### config.mk
export PLATFORM = sky130hd
export DESIGN_NAME = elpc_exception_ctrl
export DESIGN_NICKNAME = d
export VERILOG_FILES = /design/src/hdl/elpc_pkg.sv /design/src/hdl/elpc_exception_ctrl.sv
export SDC_FILE = /design/constraint.sdc
export NUM_CORES = 1
export LEC_CHECK = 0
export BUFFER_PORTS_ARGS = -buffer_cell sky130_fd_sc_hd__clkbuf_2
export CAP_MARGIN = 15
export CORE_AREA = 4 4 84 86
export CTS_CLUSTER_DIAMETER = 40
export DETAILED_ROUTE_END_ITERATION = 16
export DIE_AREA = 0 0 88 90
export PLACE_DENSITY = 0.89
export SYNTH_ARGS = -nofsm -noshare
export SYNTH_HDL_FRONTEND = slang
export SYNTH_SLANG_ARGS = --single-unit
### constraint.sdc
create_clock -name core_clk -period 6 [get_ports core_clk]
set_input_delay 1.2 -clock core_clk [delete_from_list [all_inputs] [get_ports core_clk]]
set_output_delay 1.2 -clock core_clk [all_outputs]
set_load 0.01 [all_outputs]
### src/hdl/elpc_pkg.sv
package elpc_pkg;

    // Register byte addresses on the APB
    localparam logic [7:0] ADDR_STATUS_ONE   = 8'h00;
    localparam logic [7:0] ADDR_STATUS_TWO   = 8'h04;
    localparam logic [7:0] ADDR_STATUS_THREE = 8'h08;
    localparam logic [7:0] ADDR_BREAK_STATUS = 8'h0c;
    localparam logic [7:0] ADDR_BREAK_CTRL   = 8'h10;
    localparam logic [7:0] ADDR_OPTION       = 8'h14;
    localparam logic [7:0] ADDR_CPU_STATE    = 8'h18;

    // Field positions
    localparam int BIT_WAIT_EXIT   = 1;
    localparam int BIT_CLEAR_EN    = 0;
    localparam int BIT_SHORT_REC   = 0;
    localparam int BIT_WDOG_DIS    = 1;

    // Reset values
    localparam logic       RST_CLEAR_EN  = 1'b0;
    localparam logic       RST_SHORT_REC = 1'b0;
    localparam logic       RST_WDOG_DIS  = 1'b0;

    // Stop recovery, counted in crystal clock cycles
    localparam int          CNT_W           = 13;
    localparam logic [12:0] REC_LONG_CYC    = 13'h1000;
    localparam logic [12:0] REC_SHORT_CYC   = 13'h0020;

    // Vector select codes: 0 reset, 1 software, n for source n
    localparam logic [4:0] VEC_RESET    = 5'h00;
    localparam logic [4:0] VEC_SOFTWARE = 5'h01;
    localparam int         NUM_SRC      = 16;

    typedef enum logic [4:0] {
        ST_RUN     = 5'b00001,
        ST_STACK   = 5'b00010,
        ST_WAIT    = 5'b00100,
        ST_STOP    = 5'b01000,
        ST_RECOVER = 5'b10000
    } elpc_state_e;

    // Commands from the CPU core
    typedef struct packed {
        logic inst_done;
        logic swi_exec;
        logic rti_exec;
        logic wait_exec;
        logic stop_exec;
        logic mask_set;
    } elpc_cpu_s;

    // Directions to the CPU core
    typedef struct packed {
        logic       stack_go;
        logic       stack_pc_minus1;
        logic       stack_index_hi;
        logic       unstack_go;
        logic       mask_set;
        logic       mask_clear;
        logic [4:0] vector_sel;
    } elpc_core_s;

endpackage : elpc_pkg

### src/hdl/elpc_exception_ctrl.sv
`timescale 1ns/1ps
// Contract
// - Interrupt entry stacks CPU registers and sets the interrupt mask
// - Return from interrupt restores stacked registers and resumes the program
// - Latch and arbitrate at entry; latched request is not preempted
// - Only at instruction end; proceed if mask clear and source enabled
// - Priority: reset, software interrupt, then sources 1..16, 16 lowest
// - Request still pending at return is serviced before next instruction
// - Entry never stacks the high index byte register
// - Software interrupt is taken regardless of the mask bit
// - Software interrupt stacks PC; hardware interrupt stacks PC minus one
// - Read-only per-source flag shows whether its request is present
// - Status one holds flags 6..1 in bits 7..2; status two flags 14..7
// - Status three holds flags 16,15 in bits 1,0; upper bits zero
// - Reset beats every interrupt and is never arbitrated
// - Break request forces a fetch of the software interrupt vector
// - In break, other modules' flags clear only when clear enable is 1
// - Flags cleared in break stay cleared; two-step clears stay protected
// - Wait and stop clear the mask and hold the CPU unclocked
// - Wait: CPU clock off, peripherals run; stack one cycle after wake
// - Wait exits on enabled unmasked interrupt, reset or break; break in wait sets wait-exit flag
// - Watchdog runs through wait mode when its disable bit is 0
// - Stop resets counter, gates CPU, peripheral and crystal clocks; stacking after recovery
// - Counter held in stop, then times 4096 or 32 crystal cycles
// - Recovery counter is 13 bits, advancing each crystal clock cycle
// - Software writing 0 clears the break wait-exit flag
module elpc_exception_ctrl (
    // Clock and reset
    input  wire logic                 core_clk,
    input  wire logic                 reset_n,
    // APB slave
    input  wire logic                 psel,
    input  wire logic                 penable,
    input  wire logic                 pwrite,
    input  wire logic [7:0]           paddr,
    input  wire logic [31:0]          pwdata,
    output logic                      pready,
    output logic [31:0]               prdata,
    output logic                      pslverr,
    // Interrupt sources and their enables
    input  wire logic [16:1]          irq_req,
    input  wire logic [16:1]          irq_en,
    input  wire logic                 break_req,
    // CPU core
    input  wire elpc_pkg::elpc_cpu_s  cpu_cmd,
    output elpc_pkg::elpc_core_s      core_ctl,
    output logic                      cpu_clk_en,
    output logic                      periph_clk_en,
    output logic                      xtal_clk_en,
    // Break and watchdog controls
    output logic                      break_active,
    output logic                      flag_clear_allow,
    output logic                      watchdog_run
);

    // Highest-priority source: lowest index wins, 0 when none
    function automatic logic [4:0] pick_source(input logic [16:1] req);
        logic [4:0] sel;
        sel = 5'h00;
        for (int i = 16; i >= 1; i--) begin
            if (req[i]) begin
                sel = 5'(i);
            end
        end
        return sel;
    endfunction : pick_source

    function automatic logic is_addr(input logic [7:0] a, input logic [7:0] ref_a);
        return a == ref_a;
    endfunction : is_addr

    elpc_pkg::elpc_state_e state_r, state_nxt;
    logic                  mask_r, mask_nxt;
    logic [4:0]            latch_vec_r, latch_vec_nxt;
    logic                  latch_hw_r, latch_hw_nxt;
    logic                  latched_r, latched_nxt;
    logic [12:0]           cnt_r, cnt_nxt;
    logic                  in_break_r, in_break_nxt;
    logic                  wait_exit_r, wait_exit_nxt;
    logic                  clear_en_r, clear_en_nxt;
    logic                  short_rec_r, short_rec_nxt;
    logic                  wdog_dis_r, wdog_dis_nxt;
    elpc_pkg::elpc_core_s  ctl_nxt;
    logic                  cpu_en_nxt, per_en_nxt, xtal_en_nxt;
    logic [31:0]           rdata_nxt;
    logic                  rdy_nxt, err_nxt;

    logic [16:1] live_req;
    logic        access;
    logic        wr_take;
    logic        wr_hit_status;
    logic [12:0] rec_target;

    // A source counts only while its enable is set
    assign live_req   = irq_req & irq_en;
    assign access     = psel & penable & ~pready;
    assign wr_take    = psel & penable & pready & pwrite;
    assign rec_target = short_rec_r ? elpc_pkg::REC_SHORT_CYC
                                    : elpc_pkg::REC_LONG_CYC;
    assign wr_hit_status = wr_take
                         & is_addr(paddr, elpc_pkg::ADDR_BREAK_STATUS);

    // Sequencer
    always_comb begin
        state_nxt     = state_r;
        mask_nxt      = mask_r;
        latch_vec_nxt = latch_vec_r;
        latch_hw_nxt  = latch_hw_r;
        latched_nxt   = latched_r;
        cnt_nxt       = cnt_r;
        in_break_nxt  = in_break_r;
        wait_exit_nxt = wait_exit_r;
        ctl_nxt       = '0;
        cpu_en_nxt    = 1'b1;
        per_en_nxt    = 1'b1;
        xtal_en_nxt   = 1'b1;
        // Clearing by software write of 0; a break-in-wait set below wins
        if (wr_hit_status && !pwdata[elpc_pkg::BIT_WAIT_EXIT]) begin
            wait_exit_nxt = 1'b0;
        end
        if (cpu_cmd.mask_set) begin
            mask_nxt = 1'b1;
        end
        unique case (state_r)
            elpc_pkg::ST_RUN: begin
                if (break_req && !in_break_r) begin
                    latch_vec_nxt = elpc_pkg::VEC_SOFTWARE;
                    latch_hw_nxt  = 1'b0;
                    latched_nxt   = 1'b1;
                    in_break_nxt  = 1'b1;
                    state_nxt     = elpc_pkg::ST_STACK;
                end else if (cpu_cmd.swi_exec) begin
                    latch_vec_nxt = elpc_pkg::VEC_SOFTWARE;
                    latch_hw_nxt  = 1'b0;
                    latched_nxt   = 1'b1;
                    state_nxt     = elpc_pkg::ST_STACK;
                end else if (cpu_cmd.rti_exec) begin
                    ctl_nxt.unstack_go = 1'b1;
                    ctl_nxt.mask_clear = 1'b1;
                    mask_nxt           = 1'b0;
                    in_break_nxt       = 1'b0;
                    // Pending request is taken next, before the next opcode
                    if (live_req != '0) begin
                        latch_vec_nxt = pick_source(live_req);
                        latch_hw_nxt  = 1'b1;
                        latched_nxt   = 1'b1;
                        state_nxt     = elpc_pkg::ST_STACK;
                    end
                end else if (cpu_cmd.wait_exec) begin
                    mask_nxt           = 1'b0;
                    ctl_nxt.mask_clear = 1'b1;
                    cpu_en_nxt         = 1'b0;
                    state_nxt          = elpc_pkg::ST_WAIT;
                end else if (cpu_cmd.stop_exec) begin
                    mask_nxt           = 1'b0;
                    ctl_nxt.mask_clear = 1'b1;
                    cpu_en_nxt         = 1'b0;
                    per_en_nxt         = 1'b0;
                    xtal_en_nxt        = 1'b0;
                    cnt_nxt            = '0;
                    state_nxt          = elpc_pkg::ST_STOP;
                end else if (cpu_cmd.inst_done && !mask_r && live_req != '0) begin
                    latch_vec_nxt = pick_source(live_req);
                    latch_hw_nxt  = 1'b1;
                    latched_nxt   = 1'b1;
                    state_nxt     = elpc_pkg::ST_STACK;
                end
            end
            elpc_pkg::ST_STACK: begin
                // Latched vector is held; later requests wait their turn
                ctl_nxt.stack_go        = 1'b1;
                ctl_nxt.stack_pc_minus1 = latch_hw_r;
                ctl_nxt.stack_index_hi  = 1'b0;
                ctl_nxt.mask_set        = 1'b1;
                ctl_nxt.vector_sel      = latch_vec_r;
                mask_nxt                = 1'b1;
                latched_nxt             = 1'b0;
                state_nxt               = elpc_pkg::ST_RUN;
            end
            elpc_pkg::ST_WAIT: begin
                cpu_en_nxt = 1'b0;
                if (break_req) begin
                    wait_exit_nxt = 1'b1;
                    in_break_nxt  = 1'b1;
                    latch_vec_nxt = elpc_pkg::VEC_SOFTWARE;
                    latch_hw_nxt  = 1'b0;
                    latched_nxt   = 1'b1;
                    cpu_en_nxt    = 1'b1;
                    state_nxt     = elpc_pkg::ST_STACK;
                end else if (live_req != '0 && !mask_r) begin
                    latch_vec_nxt = pick_source(live_req);
                    latch_hw_nxt  = 1'b1;
                    latched_nxt   = 1'b1;
                    cpu_en_nxt    = 1'b1;
                    state_nxt     = elpc_pkg::ST_STACK;
                end
            end
            elpc_pkg::ST_STOP: begin
                cpu_en_nxt  = 1'b0;
                per_en_nxt  = 1'b0;
                xtal_en_nxt = 1'b0;
                cnt_nxt     = '0;
                if (break_req) begin
                    in_break_nxt  = 1'b1;
                    latch_vec_nxt = elpc_pkg::VEC_SOFTWARE;
                    latch_hw_nxt  = 1'b0;
                    latched_nxt   = 1'b1;
                    xtal_en_nxt   = 1'b1;
                    state_nxt     = elpc_pkg::ST_RECOVER;
                end else if (live_req != '0 && !mask_r) begin
                    latch_vec_nxt = pick_source(live_req);
                    latch_hw_nxt  = 1'b1;
                    latched_nxt   = 1'b1;
                    xtal_en_nxt   = 1'b1;
                    state_nxt     = elpc_pkg::ST_RECOVER;
                end
            end
            elpc_pkg::ST_RECOVER: begin
                // Oscillator settles while the CPU stays parked
                cpu_en_nxt = 1'b0;
                per_en_nxt = 1'b0;
                cnt_nxt    = 13'(cnt_r + 13'h0001);
                if (cnt_nxt >= rec_target) begin
                    cpu_en_nxt = 1'b1;
                    per_en_nxt = 1'b1;
                    state_nxt  = elpc_pkg::ST_STACK;
                end
            end
            default: begin
                state_nxt = elpc_pkg::ST_RUN;
            end
        endcase
    end

    // Register file
    always_comb begin
        clear_en_nxt  = clear_en_r;
        short_rec_nxt = short_rec_r;
        wdog_dis_nxt  = wdog_dis_r;
        rdata_nxt     = '0;
        rdy_nxt       = access;
        err_nxt       = 1'b0;
        if (access) begin
            unique case (paddr)
                elpc_pkg::ADDR_STATUS_ONE:
                    rdata_nxt[7:2] = irq_req[6:1];
                elpc_pkg::ADDR_STATUS_TWO:
                    rdata_nxt[7:0] = irq_req[14:7];
                elpc_pkg::ADDR_STATUS_THREE:
                    rdata_nxt[1:0] = irq_req[16:15];
                elpc_pkg::ADDR_BREAK_STATUS:
                    rdata_nxt[elpc_pkg::BIT_WAIT_EXIT] = wait_exit_r;
                elpc_pkg::ADDR_BREAK_CTRL:
                    rdata_nxt[elpc_pkg::BIT_CLEAR_EN] = clear_en_r;
                elpc_pkg::ADDR_OPTION: begin
                    rdata_nxt[elpc_pkg::BIT_SHORT_REC] = short_rec_r;
                    rdata_nxt[elpc_pkg::BIT_WDOG_DIS]  = wdog_dis_r;
                end
                elpc_pkg::ADDR_CPU_STATE:
                    rdata_nxt[7:0] = {mask_r, in_break_r, latched_r, state_r};
                default:
                    err_nxt = 1'b1;
            endcase
            if (pwrite) begin
                rdata_nxt = '0;
            end
        end
        // Writes land on the edge that ends the access phase, where the master samples pready
        if (wr_take && is_addr(paddr, elpc_pkg::ADDR_BREAK_CTRL)) begin
            clear_en_nxt = pwdata[elpc_pkg::BIT_CLEAR_EN];
        end
        if (wr_take && is_addr(paddr, elpc_pkg::ADDR_OPTION)) begin
            short_rec_nxt = pwdata[elpc_pkg::BIT_SHORT_REC];
            wdog_dis_nxt  = pwdata[elpc_pkg::BIT_WDOG_DIS];
        end
    end

    always_ff @(posedge core_clk) begin
        if (!reset_n) begin
            // Reset overrides all arbitration and parks at run
            state_r       <= elpc_pkg::ST_RUN;
            mask_r        <= 1'b1;
            latch_vec_r   <= elpc_pkg::VEC_RESET;
            latch_hw_r    <= 1'b0;
            latched_r     <= 1'b0;
            cnt_r         <= '0;
            in_break_r    <= 1'b0;
            wait_exit_r   <= 1'b0;
            clear_en_r    <= elpc_pkg::RST_CLEAR_EN;
            short_rec_r   <= elpc_pkg::RST_SHORT_REC;
            wdog_dis_r    <= elpc_pkg::RST_WDOG_DIS;
            core_ctl      <= '0;
            cpu_clk_en    <= 1'b1;
            periph_clk_en <= 1'b1;
            xtal_clk_en   <= 1'b1;
            pready        <= 1'b0;
            prdata        <= '0;
            pslverr       <= 1'b0;
            break_active     <= 1'b0;
            flag_clear_allow <= 1'b1;
            watchdog_run     <= 1'b1;
        end else begin
            state_r       <= state_nxt;
            mask_r        <= mask_nxt;
            latch_vec_r   <= latch_vec_nxt;
            latch_hw_r    <= latch_hw_nxt;
            latched_r     <= latched_nxt;
            cnt_r         <= cnt_nxt;
            in_break_r    <= in_break_nxt;
            wait_exit_r   <= wait_exit_nxt;
            clear_en_r    <= clear_en_nxt;
            short_rec_r   <= short_rec_nxt;
            wdog_dis_r    <= wdog_dis_nxt;
            core_ctl      <= ctl_nxt;
            cpu_clk_en    <= cpu_en_nxt;
            periph_clk_en <= per_en_nxt;
            xtal_clk_en   <= xtal_en_nxt;
            pready        <= rdy_nxt;
            prdata        <= rdata_nxt;
            pslverr       <= err_nxt;
            break_active     <= in_break_nxt;
            // Modules hold both clear steps while this is low
            flag_clear_allow <= !in_break_nxt || clear_en_nxt;
            // Watchdog keeps running in wait unless disabled
            watchdog_run     <= !wdog_dis_nxt && (state_nxt != elpc_pkg::ST_STOP);
        end
    end

endmodule : elpc_exception_ctrl

==> impl_metrics.toml, run 1 <==
[placement]
hpwl_um = 6029
dpl-instance-area_um2 = 3465
port_buffers = 79
gp_congestion = 0.9122

[critical_path]
critPathArrivalTime_ns = 2.85
r2r_end = "state_r[1]"
cp-start-kind = "input pin"
slowest_stage = "and4bb_2"
crit_family = "compound AO/OA/AOI/OAI gates"
r2r_start = "cnt_r[0]"
end_kind = "flop"
crit_type = "input pin to flop"
path_cells = "clkbuf_2 -> a22oi_1 -> and4bb_2 -> nand4_4 -> a22oi_4 -> nand2_1 -> o221a_1"
cp.required_ns = 6.21
cpPeakStageDelay_ns = 0.34
ff2ff_setup_slack_ns = 3.46
rr_worst_depth = 10
worst-path-buf-inv = 1
cp_max_fo = 7

[cts]
cts_tree = "built"
clock_sinks = 55
cts_hold_buf = 0
cts_post_setup_buffers_inserted = 0
htreeDepth = 2
clock_latency_ns = 0.31
clockBufferDepth = 2
cts-resized-gates = 0
root_buffer = "clkbuf_8"
clk_pin_slew_ns = 0.10
numCtsBuffers = 5

[yosys]
synth-seq-area-share_pct = 34.80
synthCells = 380
synth.distinct_cells = 71
ys_top_cells_by_count = "dfxtp_1 (55), nor2_1 (45), nand2_1 (30)"
syn_area_um2 = 3164
yosys.area_share.simple_pct = 25.27
async_reset_ff_share_pct = 0
yosys.area_share.xor_xnor_pct = 1.898
yosys_warnings = 0
synth_seq_cells = 55
synth_top_family_by_area = "simple AND/OR/NAND/NOR gates"
synth.avg_cell_area_um2 = 8.327
yosysMostFrequentCell = "dfxtp_1"
yosys.area.top_type = "dfxtp_1"
synth_flop_cell = "dfxtp_1"
synth_edf_count = 0
synth_top_area_share_pct = 34.80
synth.area.top_cells = "dfxtp_1 (35%), buf_4 (6.4%), nor2_1 (5.3%), a22oi_1 (3.8%), nand2_1 (3.6%)"
synth_compound_area_share_pct = 21.87
synthMuxAreaShare_pct = 4.745
synthAdderAreaFrac_pct = 1.582

[worst_hold_path]
hp-class = "flop to flop"
holdPathEnd = "core_ctl[0]"
hold_depth = 2
min_from = "latch_vec_r[0]"

[routing]
antenna_left = 0
wirelength_um = 7905
drtIter0Drc = 234
routed_via_density = 5.868
first_pass_iters = 5
drcViolationCount = 0
vias = 3069
wl_per_cell_um = 15.11

[global_route]
busiest_layer = "met2"
grtUsageMet3_pct = 3.473
antenna_found_initial = 0
grt_pass1_wl_um = 12940
grt_start_max_net_pins = 27
grt_overflow = 0
grt_util_met2_pct = 35.24
grt_pass1_vias = 2916
grt_use_total_pct = 19.65
grt_use_met1_pct = 22.12

[pwr]
power.internal_mw = 0.5953
power_mw = 0.8050
p_seq_share_pct = 48.2
swShare_pct = 26.05
clock_power_share_pct = 35.8
p_per_area_nw_per_um2 = 223.6
p_sw_mw = 0.2097
peakVddDrop_uv = 157.5
power_leakage_nw = 1.516
comb_power_share_pct = 16.0

[floorplan]
num_rows = 29
ioPinCount = 135
dieArea_um2 = 7920
core_um2 = 6277
dieHeight_um = 90
start_util_pct = 50.41
die_w_um = 88

[finish]
design_area_um2 = 3601
final_util_pct = 57.37
areaGrowthSynthToFinish_pct = 13.80
regArea_um2 = 1101
diodes = 0
multi_input_area_um2 = 1846
fillerInstances = 546
drive_gt1_share_pct = 23.99
nets = 533

[sta]
slew_viol_final = 0
fin_setup_tns_ns = 0
fin_hold_ws_ns = 0.4575
worstMarginPinSlew_ns = 0.7198
timing.final.crit_period_ns = 2.640
final_hold_viol_count = 0
max_freq_ghz = 0.3788
setup_viol = 0
post-route-period-util_pct = 44.00
slew_headroom_pct = 51.87
rsz0062_at_grt = "no"
worst_clock_skew_ns = 0.004384

[status]
status = "finished clean"

[run]
maxCapViolations = 0
worst max-delay path by stage:
stage | start | endpoint | slack [ns] | cells past startpoint
after CTS | irq_req[8] | latch_hw_r | 3.37 | 7
final | irq_req[12] | latch_hw_r | 3.36 | 7
after global placement | break_req | watchdog_run | 3.07 | 6
after floorplan | irq_req[10] | latch_hw_r | 3.36 | 6
after global routing | break_req | xtal_clk_en | 3.25 | 6
after detailed placement | irq_req[8] | latch_hw_r | 3.04 | 7
cells in the final DEF (no fill, tap or decap), types with 3 or more instances in the layout:
master,n
a211oi_1,3
a21oi_1,20
a22o_1,3
a22oi_1,16
a31oi_1,4
and2_1,7
and3_1,7
clkbuf_2,79
clkbuf_8,5
conb_1,25
dfxtp_1,55
ha_1,4
inv_1,6
mux2_2,8
mux2i_1,6
nand2_1,30
nand2b_1,3
nand3_1,17
nand3b_1,6
nand4_1,6
nor2_1,45
nor2b_1,4
nor3_1,13
nor4_1,3
o211ai_1,4
o21ai_0,9
or4_1,3
xnor2_1,3
worst reg2reg max path, stage by stage (launching register included):
cell and delay [ns]:
dfxtp_1 0.50, ha_1 0.30, and3_1 0.22, and3_1 0.23
nand4_1 0.15, xnor2_1 0.23, ha_1 0.21, nor2b_1 0.05
a41oi_1 0.29, nand2_1 0.15, a31oi_1 0.17
power groups by stage:
stage / clock network, mW / logic, mW / registers (mW)
final: 0.289 / 0.128 / 0.388
after global routing: 0.305 / 0.141 / 0.390
after CTS: 0.291 / 0.127 / 0.388
after detailed placement: 0 / 0.126 / 0.396
after global placement: 0 / 0.123 / 0.396
after floorplan: 0 / 0.0941 / 0.394
state kept, by name, summed over array words and instances, names as in the netlist, 5 cells and up:
signal	cells
prdata	8
cnt_r	13
latch_vec_r	5
state_r	5
core_ctl	9
area by class of cell:
| class | count | area share [%] |
|---|---|---|
| timing repair buffer | 79 | 10.98 |
| clock inverter | 3 | 1.876 |
| tap | 77 | 2.675 |
| multi-input combinational | 297 | 51.25 |
| clock buffer | 5 | 1.911 |
| inverter | 7 | 0.7297 |
| sequential | 55 | 30.58 |
layer usage:
layer	wire [µm]	vias up
li1	-	1474
met1	3034	1426
met2	4057	151
met3	652	18
met4	160	0
met5	0	-
kinds of logic after synthesis:
family,Yosys count
AO/OA/AOI/OAI,93
XOR/XNOR,6
adder cells (fa/ha/maj),4
buffers and inverters,52
flip-flops,55
multiplexers,14
other,1
AND/OR/NAND/NOR,155
stage by stage:
step,worst slack (ns),std cells
after global routing,3.252,523
after floorplan,3.358,404
after CTS,3.368,523
after detailed placement,3.037,515
final,3.360,523
after global placement,3.068,515
No activity file was read; power rests on OpenSTA's default activity.
==> run 2: changes to the inputs <==
- ABC_AREA: default -> 1
- CORE_AREA: 4 4 84 86 -> 4 4 87 89
- DIE_AREA: 0 0 88 90 -> 0 0 91 93
- PLACE_DENSITY: 0.89 -> 0.85
- clock period: 6 -> 2.7 ns (I/O delays scaled with it)
==> impl_metrics.toml, run 2 <==
[status]
status = "finished clean"

[placement]
hpwl_um = 6593
gp_congestion = 0.9046
port_buffers = 79
dpl-instance-area_um2 = 3581

[yosys]
synth_edf_count = 0
synth_top_area_share_pct = 34.40
synth-seq-area-share_pct = 34.40
yosys_warnings = 0
yosys.area.top_type = "dfxtp_1"
synth.area.top_cells = "dfxtp_1 (34%), nand2_1 (16%), buf_4 (6.1%), inv_1 (6.1%), nor2_1 (5.3%)"
synthCells = 468
ys_top_cells_by_count = "nand2_1 (134), dfxtp_1 (55), inv_1 (52)"
synth_seq_cells = 55
yosysMostFrequentCell = "nand2_1"
synth_flop_cell = "dfxtp_1"
syn_area_um2 = 3201
synth.distinct_cells = 42
synth.avg_cell_area_um2 = 6.839
async_reset_ff_share_pct = 0

[routing]
wl_per_cell_um = 12.57
wirelength_um = 7919
vias = 3156
first_pass_iters = 4
routed_via_density = 5.010
antenna_left = 0
drcViolationCount = 0
drtIter0Drc = 194

[critical_path]
crit_type = "flop to flop"
crit_top_cell = "nand2_2"
ff2ff_setup_slack_ns = 0.47
end_kind = "flop"
cp-start-kind = "flop"
slowest_stage = "dfxtp_1"
critPathArrivalTime_ns = 2.40
cp_max_fo = 5
cpPeakStageDelay_ns = 0.44
cp.required_ns = 2.87
path_cells = "ha_1 -> nand3_1 -> nor2_2 -> nand3_2 -> nor3b_2 -> xor2_1 -> ha_1 -> nand2_2 -> nand2_2 -> nand2_2 -> nand3_1"

[finish]
multi_input_area_um2 = 1748
regArea_um2 = 1101
nets = 637
diodes = 0
largest_register_ffs = 13
design_area_um2 = 3680
drive_gt1_share_pct = 24.55
areaGrowthSynthToFinish_pct = 14.97
final_cell_mix = "nand2_1 (134), clkbuf_2 (79), dfxtp_1 (55), inv_1 (52), nor2_1 (45)"
fillerInstances = 659
largest_register = "cnt_r"
mostFrequentLayoutCell = "nand2_1"
reg_top3 = "cnt_r x13, core_ctl x9, prdata x8"

[floorplan]
core_um2 = 6756
num_rows = 30
dieHeight_um = 93
die_w_um = 91
ioPinCount = 135
start_util_pct = 47.37
dieArea_um2 = 8463

[cts]
clockBufferDepth = 2
cts_tree = "built"
clock_sinks = 55
clk_pin_slew_ns = 0.11
htreeDepth = 2
numCtsBuffers = 5
clock_latency_ns = 0.31
cts-resized-gates = 0
cts_post_setup_buffers_inserted = 0
root_buffer = "clkbuf_8"
cts_hold_buf = 0

[pwr]
power_leakage_nw = 1.815
peakVddDrop_uv = 412.9
p_per_area_nw_per_um2 = 613.2

[sta]
setup_viol = 0
timing.final.crit_period_ns = 2.227
post-route-period-util_pct = 82.46
max_freq_ghz = 0.4491
final_hold_viol_count = 0
worst_clock_skew_ns = 0.01552
slew_viol_final = 0
fin_setup_tns_ns = 0
rsz0062_at_grt = "no"

[worst_hold_path]
hp-class = "flop to flop"

[global_route]
grt_pass1_wl_um = 13100
grt_pass1_vias = 2968
grt_overflow = 0
grt_use_total_pct = 18.78
grt_start_max_net_pins = 18
antenna_found_initial = 0

[run]
maxCapViolations = 0
## run 2: critical path, delay by kind of cell (launching register included)
family,cells,cell delay [ns]
XOR/XNOR,1,0.21
adder cells (fa/ha/maj),2,0.52
AND/OR/NAND/NOR,8,0.94
flip-flops,1,0.44
## run 2: metal layers
metal	vias up	track usage (%)	wire, µm
met3	10	4.183	561
met2	112	34.64	3968
met1	1441	21.78	3287
met4	0	5.151	102
met5	-	0	0
li1	1593	-	-
## run 2: worst paths after layout
| check | startpoint | to | depth (start not counted) |
|---|---|---|---|
| max | cnt_r[0] | cpu_clk_en | 11 |
| min | latch_hw_r | core_ctl[9] | 2 |
| max reg2reg | cnt_r[0] | cpu_clk_en | 11 |
| min reg2reg | latch_hw_r | core_ctl[9] | 2 |
## run 2: through the flow
stage / util [%] / total power [mW] / worst slack, ns / std cells / hold WS (ns)
after floorplan: - / 1.565 / 0.7640 / 492 / 0.4084
after global placement: 53.00 / 1.768 / 0.5497 / 622 / 0.4205
after detailed placement: 53.00 / 1.784 / 0.5050 / 622 / 0.4196
after CTS: 54.46 / 2.270 / 0.4783 / 630 / 0.4321
after global routing: 54.46 / 2.398 / 0.3140 / 630 / 0.4532
final: 54.46 / 2.256 / 0.4735 / 630 / 0.4191
## run 2: area by class of cell
class                   count  area share, %
multi-input cells         346          47.50
flip-flops and latches     55          29.92
repair buffers             80          10.95
inverters                  61          6.222
well taps                  80          2.720
clock buffers               6          2.244
clock inverters             2         0.4420
## run 2: cell families after synthesis
| logic type | synth area share [%] |
|---|---|
| AND/OR/NAND/NOR | 36.63 |
| adder cells (fa/ha/maj) | 1.564 |
| buffers and inverters | 13.80 |
| XOR/XNOR | 2.698 |
| AO/OA/AOI/OAI | 10.48 |
| multiplexers | 0.3128 |
| flip-flops | 34.40 |
| other | 0.1172 |
## run 2: where the power goes
part           leakage [nW]  switching, mW  internal, mW
sequential            0.446         0.0582         0.910
combinational          1.32          0.552         0.248
clock                0.0474          0.278         0.210
==> run 3: changes to the inputs <==
- CORE_AREA: 4 4 87 89 -> 4 4 91 93
- DIE_AREA: 0 0 91 93 -> 0 0 95 97
- PLACE_DENSITY: 0.85 -> 0.82
- clock period: 2.7 -> 1.85 ns (I/O delays scaled with it)
==> impl_metrics.toml, run 3 (synthesized netlist as in run 2, its figures left out) <==
[global_route]
grt_use_total_pct = 17.39
grt_overflow = 0
grt_start_max_net_pins = 23
grt_pass1_wl_um = 13140
grt_pass1_vias = 3108
antenna_found_initial = 0

[pwr]
clock_power_share_pct = 20.7
peakVddDrop_uv = 456.1
power_leakage_nw = 1.956
p_per_area_nw_per_um2 = 834.6
power.internal_mw = 1.975
comb_power_share_pct = 36.2
p_sw_mw = 1.334
swShare_pct = 40.31
p_seq_share_pct = 43.0

[sta]
slew_viol_final = 0
timing.final.crit_period_ns = 1.882
setup_ws_ns = -0.03226
final_hold_viol_count = 0
fin_hold_ws_ns = 0.2911
rsz0062_at_grt = "yes"
max_freq_ghz = 0.5313
setup_viol = 3
worst_clock_skew_ns = 0.01947
post-route-period-util_pct = 101.7

[run]
maxCapViolations = 0

[finish]
nets = 659
final_cell_mix = "nand2_1 (132), clkbuf_2 (79), inv_1 (52), dfxtp_1 (51), nor2_1 (44)"
fillerInstances = 760
reg_top3 = "cnt_r x13, core_ctl x9, prdata x8"
largest_register_ffs = 13
multi_input_area_um2 = 1836
diodes = 0
areaGrowthSynthToFinish_pct = 23.89
mostFrequentLayoutCell = "nand2_1"
regArea_um2 = 1114
largest_register = "cnt_r"
drive_gt1_share_pct = 29.72

[worst_hold_path]
holdPathEnd = "pready"
min_from = "penable"
hold_depth = 3
hp-class = "input pin to flop"

[floorplan]
die_w_um = 95
num_rows = 32
ioPinCount = 135
dieHeight_um = 97
core_um2 = 7527
dieArea_um2 = 9215
start_util_pct = 42.52

[cts]
clock_sinks = 55
cts_tree = "built"
clock_latency_ns = 0.32
root_buffer = "clkbuf_8"
clk_pin_slew_ns = 0.11
htreeDepth = 2
clockBufferDepth = 2
numCtsBuffers = 5

[routing]
antenna_left = 0
first_pass_iters = 5
wl_per_cell_um = 12.24
routed_via_density = 4.835
drcViolationCount = 0
vias = 3259
drtIter0Drc = 192
wirelength_um = 8249

[critical_path]
r2r_end = "cpu_clk_en"
rr_worst_depth = 11
cp.required_ns = 2.04
r2r_start = "cnt_r[0]"
end_kind = "flop"
cp_max_fo = 3
ff2ff_setup_slack_ns = -0.03
cp-start-kind = "flop"
crit_type = "flop to flop"
critPathArrivalTime_ns = 2.07

[placement]
port_buffers = 79
hpwl_um = 6610
gp_congestion = 0.8963
dp_slack_ns = -0.08161

[status]
violations = "negative setup slack"
status = "finished, violations left"
==> run 3: timing repair <==
item / in CTS / in global routing
setup buffers: 3 / 2
endpoints found under the setup margin: 5 / 6
resized for setup: 4 / 11
hold buffers: 0 / 0
pin swaps: 8 / 12
==> run 3: through the flow <==
stage               setup TNS (ns)  instance area, µm²  instances  util (%)  total power [mW]
floorplan                        0                3321        492         -             2.282
global placement          -0.07093                3766        661     50.03             2.594
detailed placement         -0.2743                3766        661     50.03             2.623
CTS                       -0.09271                3901        672     51.83             3.324
global route               -0.8022                3965        674     52.68             3.517
finish                    -0.06128                3965        674     52.68             3.309
==> run 3: worst max path at each step <==
stage	end	from	cells after the start
after floorplan	cpu_clk_en	cnt_r[1]	11
after global placement	cpu_clk_en	cnt_r[1]	15
after detailed placement	cpu_clk_en	cnt_r[1]	11
after CTS	cpu_clk_en	cnt_r[0]	11
after global routing	state_r[1]	cnt_r[0]	15
final	cpu_clk_en	cnt_r[0]	11
==> run 3: power by group through the flow <==
stage / sequential [mW] / clock (mW) / combinational (mW)
floorplan: 1.46 / 0 / 0.826
global placement: 1.44 / 0 / 1.15
detailed placement: 1.45 / 0 / 1.18
CTS: 1.42 / 0.713 / 1.19
global route: 1.43 / 0.742 / 1.34
finish: 1.42 / 0.686 / 1.20
==> run 3: critical path, cell delays in order, from the launching register on <==
cell	delay [ns]
dfxtp_4	0.40
ha_4	0.15
nand3_4	0.08
nor2_4	0.10
nand3_2	0.09
nor3b_2	0.19
xor2_1	0.21
ha_1	0.27
nand2_2	0.08
nand2_2	0.06
nand2_4	0.08
nand3_2	0.07
==> run 3: final cells by class <==
type | count | area share (%)
timing repair buffer | 102 | 14.33
inverter | 61 | 5.775
multi-input combinational | 346 | 46.29
sequential | 55 | 28.08
clock inverter | 3 | 0.5680
tap | 102 | 3.219
clock buffer | 5 | 1.736
==> run 3: routing by layer <==
layer  vias up  GRT usage [%]  part of all wire (%)
met5         -              0                     0
met4         0          7.214                   3.0
met3        25          3.577                   7.3
met2       124          30.69                    49
met1      1470          19.94                    41
li1       1640              -                     -
